`config.mk`:
```
export PLATFORM = sky130hd
export DESIGN_NAME = dcdc_converter_control_regs
export DESIGN_NICKNAME = d
export VERILOG_FILES = /design/src/dcdc_ctrl_pkg.sv /design/src/dcdc_converter_control_regs.sv /design/src/min_pulse_stretch.sv
export SDC_FILE = /design/constraint.sdc
export NUM_CORES = 1
export LEC_CHECK = 0
export BUFFER_PORTS_ARGS = -buffer_cell sky130_fd_sc_hd__buf_2
export CORE_UTILIZATION = 30
export CTS_BUF_LIST = sky130_fd_sc_hd__clkbuf_4
export CTS_CLUSTER_DIAMETER = 60
export DETAILED_ROUTE_END_ITERATION = 8
export PLACE_DENSITY_LB_ADDON = 0.08
export SLEW_MARGIN = 0
export SYNTH_ARGS = -nofsm -noshare
export SYNTH_HDL_FRONTEND = slang
export SYNTH_HIERARCHICAL = 1
export SYNTH_SLANG_ARGS = --single-unit
export TNS_END_PERCENT = 10
```
`constraint.sdc`:
```
create_clock -name SYS_CLK -period 3.2 [get_ports SYS_CLK]
set_clock_uncertainty 0.05 [all_clocks]
set_input_delay 0.64 -clock SYS_CLK [delete_from_list [all_inputs] [get_ports SYS_CLK]]
set_output_delay 0.64 -clock SYS_CLK [all_outputs]
set_load 0.05 [all_outputs]
```
`src/dcdc_ctrl_pkg.sv`:
```
package dcdc_ctrl_pkg;

    localparam int unsigned CLK_MHZ = 25;

    // SFR map
    localparam logic [7:0] CTRL_ADDR = 8'h97;
    localparam logic [3:0] CTRL_PAGE = 4'h0;
    localparam logic [7:0] MODE_ADDR = 8'h94;
    localparam logic [3:0] MODE_PAGE = 4'hF;

    // Control register fields
    localparam int PULSE_HI = 7;
    localparam int PULSE_LO = 6;
    localparam int SWSIZE_BIT = 5;
    localparam int RSVD_BIT = 4;
    localparam int SYNC_BIT = 3;
    localparam int VOUT_HI = 2;
    localparam int VOUT_LO = 0;
    localparam logic [7:0] CTRL_RESET = 8'h21;

    // Mode register fields
    localparam int PASSIVE_BIT = 0;
    localparam int BYPFLAG_BIT = 3;
    localparam logic [7:0] MODE_RESET = 8'h00;

    // Minimum pulse widths
    localparam int unsigned PULSE_01_NS = 20;
    localparam int unsigned PULSE_10_NS = 40;
    localparam int unsigned PULSE_11_NS = 80;

    function automatic logic [3:0] ns_to_cycles(input int unsigned ns);
        int unsigned c;
        c = (ns * CLK_MHZ + 999) / 1000;
        if (c < 1)
        begin
            c = 1;
        end
        return c[3:0];
    endfunction

    localparam logic [3:0] PULSE_01_CYC = ns_to_cycles(PULSE_01_NS);
    localparam logic [3:0] PULSE_10_CYC = ns_to_cycles(PULSE_10_NS);
    localparam logic [3:0] PULSE_11_CYC = ns_to_cycles(PULSE_11_NS);

endpackage

```
`src/dcdc_converter_control_regs.sv`:
```
// What this block does
// - Passive diode mode disables bypass switch control
// - Pulse field selects none, 20, 40, 80 ns
// - Switch select: 0 large, 1 small switches
// - Sync bit aligns ADC tracking and SAR clock
// - Three-bit code sets target output voltage
// - Reset loads usable default 0x21
`timescale 1ns/1ps
module dcdc_converter_control_regs
    import dcdc_ctrl_pkg::*;
(
    input  wire logic       SYS_CLK,
    input  wire logic       RST_N,
    input  wire logic [7:0] SFR_ADDR,
    input  wire logic [3:0] SFR_PAGE,
    input  wire logic [7:0] SFR_WDATA,
    input  wire logic       SFR_WR,
    input  wire logic       SFR_RD,
    output logic      [7:0] SFR_RDATA,
    input  wire logic       BYPASS_ACTIVE,
    input  wire logic       QUIET_INTERVAL,
    input  wire logic       SWITCH_REQ,
    output logic            SWITCH_GATE,
    output logic      [1:0] MIN_PULSE_WIDTH,
    output logic            SWITCH_SIZE_SELECT,
    output logic            ADC_SYNC_EN,
    output logic            ADC_TRACK_EN,
    output logic      [2:0] OUTPUT_VOLTAGE_SELECT,
    output logic            BYPASS_CTRL_EN
);

    logic [7:0] converter_control_reg_r;
    logic       passive_diode_enable_r;
    wire  [1:0] pin_clean;
    logic [3:0] min_cycles;
    logic [7:0] mode_read;
    logic [7:0] read_mux;

    wire sel_ctrl = (SFR_ADDR == CTRL_ADDR) && (SFR_PAGE == CTRL_PAGE);
    wire sel_mode = (SFR_ADDR == MODE_ADDR) && (SFR_PAGE == MODE_PAGE);
    wire wr_ctrl  = SFR_WR && sel_ctrl;
    wire wr_mode  = SFR_WR && sel_mode;

    wire [1:0] pin_raw     = {QUIET_INTERVAL, BYPASS_ACTIVE};
    wire       bypass_flag = pin_clean[0];
    wire       quiet_now   = pin_clean[1];

    wire [1:0] min_pulse_width = converter_control_reg_r[PULSE_HI:PULSE_LO];
    wire       sync_en         = converter_control_reg_r[SYNC_BIT];
    wire       size_nxt        = converter_control_reg_r[SWSIZE_BIT];
    wire [2:0] vout_nxt        = converter_control_reg_r[VOUT_HI:VOUT_LO];
    wire       track_nxt       = sync_en ? quiet_now : 1'b1;
    wire       bypass_ctrl_nxt = ~passive_diode_enable_r;

    // Pulse-width code to whole cycles of the system clock
    function automatic logic [3:0] pulse_cycles(input logic [1:0] code);
        case (code)
            2'h1:    return PULSE_01_CYC;
            2'h2:    return PULSE_10_CYC;
            2'h3:    return PULSE_11_CYC;
            default: return 4'h0;
        endcase
    endfunction

    assign min_cycles = pulse_cycles(min_pulse_width);

    // Mode reads: bypass flag at bit 3, unused bits zero
    assign mode_read = {4'h0, bypass_flag, 2'h0,
                        passive_diode_enable_r};
    assign read_mux  = sel_ctrl ? converter_control_reg_r :
                       sel_mode ? mode_read : 8'h00;

    always_ff @(posedge SYS_CLK or negedge RST_N)
    begin
        if (!RST_N)
        begin
            converter_control_reg_r <= CTRL_RESET;
        end
        else if (wr_ctrl)
        begin
            converter_control_reg_r <= SFR_WDATA;
        end
    end

    always_ff @(posedge SYS_CLK or negedge RST_N)
    begin
        if (!RST_N)
        begin
            passive_diode_enable_r <= MODE_RESET[PASSIVE_BIT];
        end
        else if (wr_mode)
        begin
            passive_diode_enable_r <= SFR_WDATA[PASSIVE_BIT];
        end
    end

    // Analog pins: three stages, a change counts once the last two agree
    generate
        for (genvar g = 0; g < 2; g++)
        begin : g_pin_sync
            logic [2:0] sync_r;
            logic       clean_r;

            always_ff @(posedge SYS_CLK or negedge RST_N)
            begin
                if (!RST_N)
                begin
                    sync_r  <= 3'h0;
                    clean_r <= 1'b0;
                end
                else
                begin
                    sync_r <= {sync_r[1:0], pin_raw[g]};
                    if (sync_r[2] == sync_r[1])
                    begin
                        clean_r <= sync_r[2];
                    end
                end
            end

            assign pin_clean[g] = clean_r;
        end
    endgenerate

    // Read data registered; reads change no state
    always_ff @(posedge SYS_CLK or negedge RST_N)
    begin
        if (!RST_N)
        begin
            SFR_RDATA <= 8'h00;
        end
        else if (SFR_RD)
        begin
            SFR_RDATA <= read_mux;
        end
    end

    // Each output follows its field one clock later, so the analog side
    // never sees a half-written register
    always_ff @(posedge SYS_CLK or negedge RST_N)
    begin
        if (!RST_N)
        begin
            MIN_PULSE_WIDTH <= CTRL_RESET[PULSE_HI:PULSE_LO];
        end
        else
        begin
            MIN_PULSE_WIDTH <= min_pulse_width;
        end
    end

    always_ff @(posedge SYS_CLK or negedge RST_N)
    begin
        if (!RST_N)
        begin
            SWITCH_SIZE_SELECT <= CTRL_RESET[SWSIZE_BIT];
        end
        else
        begin
            SWITCH_SIZE_SELECT <= size_nxt;
        end
    end

    always_ff @(posedge SYS_CLK or negedge RST_N)
    begin
        if (!RST_N)
        begin
            ADC_SYNC_EN <= CTRL_RESET[SYNC_BIT];
        end
        else
        begin
            ADC_SYNC_EN <= sync_en;
        end
    end

    always_ff @(posedge SYS_CLK or negedge RST_N)
    begin
        if (!RST_N)
        begin
            ADC_TRACK_EN <= ~CTRL_RESET[SYNC_BIT];
        end
        else
        begin
            ADC_TRACK_EN <= track_nxt;
        end
    end

    always_ff @(posedge SYS_CLK or negedge RST_N)
    begin
        if (!RST_N)
        begin
            OUTPUT_VOLTAGE_SELECT <= CTRL_RESET[VOUT_HI:VOUT_LO];
        end
        else
        begin
            OUTPUT_VOLTAGE_SELECT <= vout_nxt;
        end
    end

    always_ff @(posedge SYS_CLK or negedge RST_N)
    begin
        if (!RST_N)
        begin
            BYPASS_CTRL_EN <= ~MODE_RESET[PASSIVE_BIT];
        end
        else
        begin
            BYPASS_CTRL_EN <= bypass_ctrl_nxt;
        end
    end

    min_pulse_stretch u_stretch
    (
        .clk        (SYS_CLK),
        .rst_n      (RST_N),
        .min_cycles (min_cycles),
        .req        (SWITCH_REQ),
        .gate       (SWITCH_GATE)
    );

endmodule

```
`src/min_pulse_stretch.sv`:
```
`timescale 1ns/1ps
module min_pulse_stretch
    import dcdc_ctrl_pkg::*;
(
    input  wire logic       clk,
    input  wire logic       rst_n,
    input  wire logic [3:0] min_cycles,
    input  wire logic       req,
    output logic            gate
);

    logic [3:0] cnt_r;
    logic [3:0] cnt_nxt;
    logic       req_d_r;
    wire        rise = req & ~req_d_r;

    // Hold the gate open for at least min_cycles after a request starts
    assign cnt_nxt = rise ? min_cycles :
                     (cnt_r != 4'h0) ? cnt_r - 4'h1 : 4'h0;

    always_ff @(posedge clk or negedge rst_n)
    begin
        if (!rst_n)
        begin
            cnt_r   <= 4'h0;
            req_d_r <= 1'b0;
            gate    <= 1'b0;
        end
        else
        begin
            cnt_r   <= cnt_nxt;
            req_d_r <= req;
            gate    <= req | (cnt_nxt != 4'h0);
        end
    end

endmodule

```
==> reports/summary.log, run 1 <==
qor: grt.grtUsageTotal 12.4%
qor: worst_hold_path.hold_path_class flop to flop
qor: clock_network.clock_tree.root_cell sky130_fd_sc_hd__clkbuf_4
qor: clock_network.worstSkewPairLatency 0.34 ns
qor: outcome.outcome finished, final reports clean
qor: setup_path.ff2ff_setup_slack 2.02 ns
qor: sta.timing_worst_slew_pin_value 0.881 ns
qor: setup_path.cp.required 2.51 ns
qor: routing.vias_per_cell 4.32
qor: floorplanning.std_cell_rows 25
qor: synth.synth_edf_count 0
qor: placement.post_dp_cell_area 1800 µm²
qor: sta.post_route_hold_slack 0.315 ns
qor: setup_path.cp.arrival 1.13 ns
qor: cells_and_area.layout.cells.most_common_list sky130_fd_sc_hd__buf_2, sky130_fd_sc_hd__dfrtp_1, sky130_fd_sc_hd__inv_1
qor: synth.seq_total_area_yosys 67.1%
qor: floorplanning.design.core.area 4790 µm²
qor: grt.grt_pass1_wl 4.77 mm
qor: sta.final_min_period_over_clock_period 56.7%
qor: worst_hold_path.min_to g_pin_sync[0].sync_r[1]
qor: cells_and_area.final_nets 191
qor: clock_network.post_cts_setup_driven_buffer_insertion_count 0
qor: floorplanning.ios 45
qor: clock_network.post_cts_resized 0
qor: sta.slew_headroom 41.3%
qor: sta.timing_max_transition_violations_final 0
qor: synth.syn_area 1500 µm²
qor: routing.dr_total_vias 998
qor: grt.globalRouteOverflowTotal 0
qor: clock_network.clk_pin_slew_worst_paths 0.12 ns
qor: clock_network.deepest_clock_path_buffer_count 2
qor: cells_and_area.antennaDiodeCount 0
qor: routing.post-route-drc-count 0
qor: synth.synth.ff_latch_count 40
qor: worst_hold_path.hold_start g_pin_sync[0].sync_r[0]
qor: sta.achievable-frequency 0.551 GHz
qor: synth.synth_cells 113
qor: routing.wire_per_inst 12.5 µm
qor: setup_path.timing.critical_path.to_type primary output
qor: sta.finalSetupViolations 0
qor: placement.placedCellCount 223
qor: setup_path.worst-path-max-fanout 1
qor: clock_network.number_of_clock_buffers_inserted_by_tritoncts 5
qor: grt.antenna_found_initial 0
qor: sta.fin_crit 1.82 ns
qor: setup_path.cp_cell_sequence buf_2
qor: grt.first_global_vias 1039
qor: floorplanning.die_x 72.8 µm
qor: power.vdd.ir_drop.worst 0.202 mV
qor: placement.io_buffers 44
qor: setup_path.reg2reg_depth 2
qor: floorplanning.die-area 5300 µm²
qor: setup_path.cpLargestDelayFamily flip-flops
qor: setup_path.crit_slowest_cell sky130_fd_sc_hd__dfstp_2
qor: synth.ys.flop_type sky130_fd_sc_hd__dfrtp_1
qor: setup_path.critical_path.startpoint_type flop
qor: routing.drt_pass1_iterations 4
qor: synth.yosysWarningCount 6
qor: clock_network.htree_num_levels 2
qor: clock_network.cts.sinks 40
qor: run.timing.max_cap.violations 0
qor: setup_path.worst_r2r_startpoint u_stretch/req_d_r
qor: cells_and_area.final_common_cell sky130_fd_sc_hd__buf_2
qor: setup_path.timing.setup.critical_path_class flop to primary output
qor: cells_and_area.syn2layout_area_growth 24.8%
qor: cells_and_area.post_layout_instance_area 1880 µm²
qor: sta.final_hold_fails 0
qor: setup_path.critPathBufInv 1
qor: placement.globalplace.congestion 0.736
qor: synth.syn-mean-instance-area 13.3 µm²
qor: placement.dp_hpwl 2.06 mm
qor: routing.route.final.wire_length 2.88 mm
qor: synth.async_flop_share 100%
qor: routing.drt_first_iter_violations 29
qor: setup_path.crit_path_max_incr_delay 0.54 ns
qor: floorplanning.floorplan.die.height 72.8 µm
qor: worst_hold_path.min_delay_path_depth 0
qor: clock_network.tritoncts done
qor: cells_and_area.layoutNonFillerInstCount 231
qor: synth.ys_types 32
qor: sta.timing.setup.tns 0 ns
qor: floorplanning.initial_utilization 31.4%
qor: setup_path.r2r_end u_stretch/cnt_r[1]
qor: sta.rsz0062_at_grt false
qor: power.static-leakage-power 0.000900 µW
qor: cells_and_area.drive_above_1_share 43.9%
qor: clock_network.cts.hold.buffers_added 0
qor: grt.grt_max_degree 41
qor: routing.final_antenna_net_count 0
qor: power.power_dens_cells 535 nW/µm²
where the power goes:
part / internal [µW] / switching [µW]
clock: 172 / 158
sequential: 537 / 23.8
combinational: 46.4 / 65.8
synthesized netlist by cell type, types with 2 or more instances:
cell / n / area [µm²]
sky130_fd_sc_hd__nor2_1: 2 / 7.51
sky130_fd_sc_hd__mux2_2: 10 / 113
sky130_fd_sc_hd__o221ai_1: 2 / 17.5
sky130_fd_sc_hd__nand2_1: 4 / 15.0
sky130_fd_sc_hd__dfrtp_1: 34 / 851
sky130_fd_sc_hd__maj3_1: 2 / 20.0
sky130_fd_sc_hd__nand2b_1: 2 / 12.5
sky130_fd_sc_hd__nor4bb_1: 2 / 20.0
sky130_fd_sc_hd__o21ai_1: 2 / 10.0
sky130_fd_sc_hd__nand4_1: 4 / 25.0
sky130_fd_sc_hd__o22ai_1: 6 / 37.5
sky130_fd_sc_hd__dfstp_2: 6 / 158
sky130_fd_sc_hd__o21ai_0: 2 / 10.0
sky130_fd_sc_hd__inv_1: 17 / 63.8
logic make-up (layout without fill, tap and decap cells):
family,after synthesis,in the layout,share of synthesized area [%]
other,1,2,0.249
AO/OA/AOI/OAI,14,14,5.82
adder cells (fa/ha/maj),3,3,2.16
AND/OR/NAND/NOR,26,26,12.0
buffers and inverters,19,69,5.24
multiplexers,10,10,7.49
flip-flops,40,40,67.1
cell type report:
cell class	instances	area, µm²
Tap cell	67	83.8
Clock buffer	6	45.0
Multi-Input combinational cell	55	420
Fill cell	481	2910
Timing Repair Buffer	44	220
Inverter	17	63.8
Clock inverter	2	35.0
Sequential cell	40	1010
how the worst max path moves through the flow:
stage | from | to | slack [ns] | depth (start not counted)
finish | SWITCH_SIZE_SELECT | SWITCH_SIZE_SELECT | 1.38 | 1
global route | SWITCH_SIZE_SELECT | SWITCH_SIZE_SELECT | 1.33 | 1
CTS | SWITCH_SIZE_SELECT | SWITCH_SIZE_SELECT | 1.36 | 1
detailed placement | SFR_PAGE[0] | converter_control_reg_r[2] | 1.10 | 4
global placement | SFR_PAGE[0] | converter_control_reg_r[2] | 1.15 | 4
floorplan | SFR_ADDR[6] | converter_control_reg_r[1] | 1.44 | 4
flip-flops by register name (all words and copies together), names as in the netlist:
name	count
u_stretch/cnt_r	4
converter_control_reg_r	8
SFR_RDATA	8
ADC_SYNC_EN	1
u_stretch/req_d_r	1
ADC_TRACK_EN	1
g_pin_sync.clean_r	1
SWITCH_SIZE_SELECT	1
MIN_PULSE_WIDTH	2
OUTPUT_VOLTAGE_SELECT	3
g_pin_sync.sync_r	6
BYPASS_CTRL_EN	1
passive_diode_enable_r	1
bypass_flag	1
u_stretch/gate	1
per-layer routing:
metal,part of all wire [%],GRT usage (%)
met5,0,0
met4,2.3,6.75
met3,4.3,4.42
met2,49,19.7
met1,44,14.6
per-stage QoR:
step	utilization, %	setup slack [ns]	total power [µW]
floorplan	-	1.44	634
global placement	37.5	1.15	678
detailed placement	37.5	1.10	684
CTS	39.2	1.36	1020
global route	39.2	1.33	1060
finish	39.2	1.38	1000
worst register-to-register path, stage by stage, from the launching register on:
cell and delay [ns]:
sky130_fd_sc_hd__dfrtp_1 0.40, sky130_fd_sc_hd__nor2b_2 0.25, sky130_fd_sc_hd__mux2_2 0.37
Note: power is estimated with default switching activity, not from simulation.
==> inputs of run 2 (changes only) <==
Clock period 3.2 ns to 1.7 ns, I/O delays scaled along.
==> reports/summary.log, run 2 (same netlist as run 1, synthesis figures left out) <==
qor: outcome.outcome finished, final reports clean
qor: setup_path.timing.setup.critical_path_class flop to primary output
qor: routing.vias_per_cell 4.30
qor: clock_network.deepest_clock_path_buffer_count 2
qor: sta.rsz0062_at_grt false
qor: cells_and_area.multi_input_area 420 µm²
qor: cells_and_area.reg_top3 SFR_RDATA x8, converter_control_reg_r x8, g_pin_sync.sync_r x6
qor: floorplanning.initial_utilization 31.4%
qor: cells_and_area.sequential_cell_area 1010 µm²
qor: setup_path.critical_path.startpoint_type flop
qor: cells_and_area.nFillCells 479
qor: setup_path.worst-path-max-fanout 1
qor: cells_and_area.syn2layout_area_growth 27.5%
qor: routing.route.final.wire_length 2.76 mm
qor: clock_network.htree_num_levels 2
qor: setup_path.crit_slowest_cell sky130_fd_sc_hd__dfstp_2
qor: sta.finalSetupViolations 0
qor: setup_path.cp.arrival 1.12 ns
qor: placement.dp_hpwl 2.02 mm
qor: routing.post-route-drc-count 0
qor: routing.final_antenna_net_count 0
qor: placement.globalplace.congestion 0.735
qor: sta.timing.setup.tns 0 ns
qor: clock_network.tritoncts done
qor: clock_network.cts.sinks 40
qor: setup_path.cp.required 1.31 ns
qor: floorplanning.std_cell_rows 25
qor: routing.drt_pass1_iterations 4
qor: setup_path.timing.critical_path.to_type primary output
qor: routing.drt_first_iter_violations 20
qor: cells_and_area.antennaDiodeCount 0
qor: routing.wire_per_inst 11.7 µm
qor: grt.first_global_vias 979
qor: sta.final_hold_fails 0
qor: cells_and_area.final_common_cell sky130_fd_sc_hd__buf_2
qor: power.power_dens_cells 977 nW/µm²
qor: clock_network.post_cts_resized 0
qor: floorplanning.die-area 5300 µm²
qor: floorplanning.design.core.area 4790 µm²
qor: run.timing.max_cap.violations 0
qor: setup_path.critPathBufInv 1
qor: floorplanning.floorplan.die.height 72.8 µm
qor: grt.grtUsageTotal 11.4%
qor: clock_network.number_of_clock_buffers_inserted_by_tritoncts 5
qor: clock_network.clk_pin_slew_worst_paths 0.11 ns
qor: setup_path.crit_path_max_incr_delay 0.53 ns
qor: cells_and_area.drive_above_1_share 45.0%
qor: cells_and_area.final_nets 196
qor: floorplanning.die_x 72.8 µm
qor: power.static-leakage-power 0.000919 µW
qor: sta.final_min_period_over_clock_period 88.6%
qor: setup_path.cpLargestDelayFamily flip-flops
qor: sta.post_route_hold_slack 0.0513 ns
qor: sta.fin_crit 1.51 ns
qor: setup_path.cp_cell_sequence buf_2
qor: cells_and_area.layout.cells.most_common_list sky130_fd_sc_hd__buf_2, sky130_fd_sc_hd__dfrtp_1, sky130_fd_sc_hd__inv_1
qor: grt.grt_pass1_wl 4.41 mm
qor: worst_hold_path.hold_path_class input pin to flop
qor: grt.grt_max_degree 41
qor: sta.timing_max_transition_violations_final 0
qor: routing.dr_total_vias 1015
qor: clock_network.clock_tree.root_cell sky130_fd_sc_hd__clkbuf_4
qor: placement.io_buffers 44
qor: grt.globalRouteOverflowTotal 0
qor: floorplanning.ios 45
qor: grt.antenna_found_initial 0
qor: power.vdd.ir_drop.worst 0.467 mV
qor: sta.achievable-frequency 0.664 GHz
qor: clock_network.worstSkewPairLatency 0.33 ns
-- run 2: cell count changes in the layout (fill, tap and decap cells not counted), sizes merged --
cell | before | now
clkinvlp | 0 | 1
buf | 44 | 48
clkbuf | 6 | 5
dlygate4sd3 | 0 | 1
-- run 2: path summary, 6_finish.rpt --
| path | cells past startpoint | endpoint | from | slack (ns) |
|---|---|---|---|---|
| min | 1 | g_pin_sync[1].sync_r[0] | QUIET_INTERVAL | 0.05 |
| max in group asynchronous | 3 | converter_control_reg_r[5] | RST_N | 0.71 |
| min in group asynchronous | 3 | passive_diode_enable_r | RST_N | 0.53 |
| max | 1 | ADC_TRACK_EN | ADC_TRACK_EN | 0.19 |
| min reg2reg | 0 | g_pin_sync[0].sync_r[1] | g_pin_sync[0].sync_r[0] | 0.32 |
| max reg2reg | 2 | u_stretch/cnt_r[1] | u_stretch/req_d_r | 0.54 |
-- run 2: where the power goes --
group          internal, µW  leakage, µW  switching, µW
clock network           307    0.0000412            296
registers              1010     0.000509           43.2
logic                  91.7     0.000369            124
total                  1410     0.000919            463
-- run 2: timing repair --
action	in CTS	in global routing
hold buffers	1	0
endpoints found under the hold margin	18	0
buffers inserted	0	0
-- run 2: per-stage QoR --
| stage | setup WS, ns | util, % | cells | instance area, µm² | total power (µW) |
|---|---|---|---|---|---|
| 2_1_floorplan | 0.240 | - | 114 | 1510 | 1190 |
| 3_3_place_gp | 0.0514 | 38.2 | 227 | 1830 | 1280 |
| 3_5_place_dp | 0.00699 | 38.2 | 227 | 1830 | 1290 |
| 4_1_cts | 0.162 | 40.1 | 236 | 1920 | 1910 |
| 5_1_grt | 0.143 | 40.1 | 236 | 1920 | 1970 |
| 6_report | 0.194 | 40.1 | 236 | 1920 | 1870 |
-- run 2: metal layers --
layer  part of all wire [%]  track usage (%)  vias up
met5                      0                0        -
met4                    1.7             4.58        0
met3                    5.0             3.73        5
met2                     49             19.8       36
met1                     44             13.0      476
li1                       -                -      498
-- run 2: cell type report --
cell class | instances | area share, %
clock buffers | 5 | 1.96
multi-input cells | 55 | 21.9
repair buffers | 49 | 13.6
flip-flops and latches | 40 | 52.6
clock inverters | 3 | 2.22
well taps | 67 | 4.37
inverters | 17 | 3.33
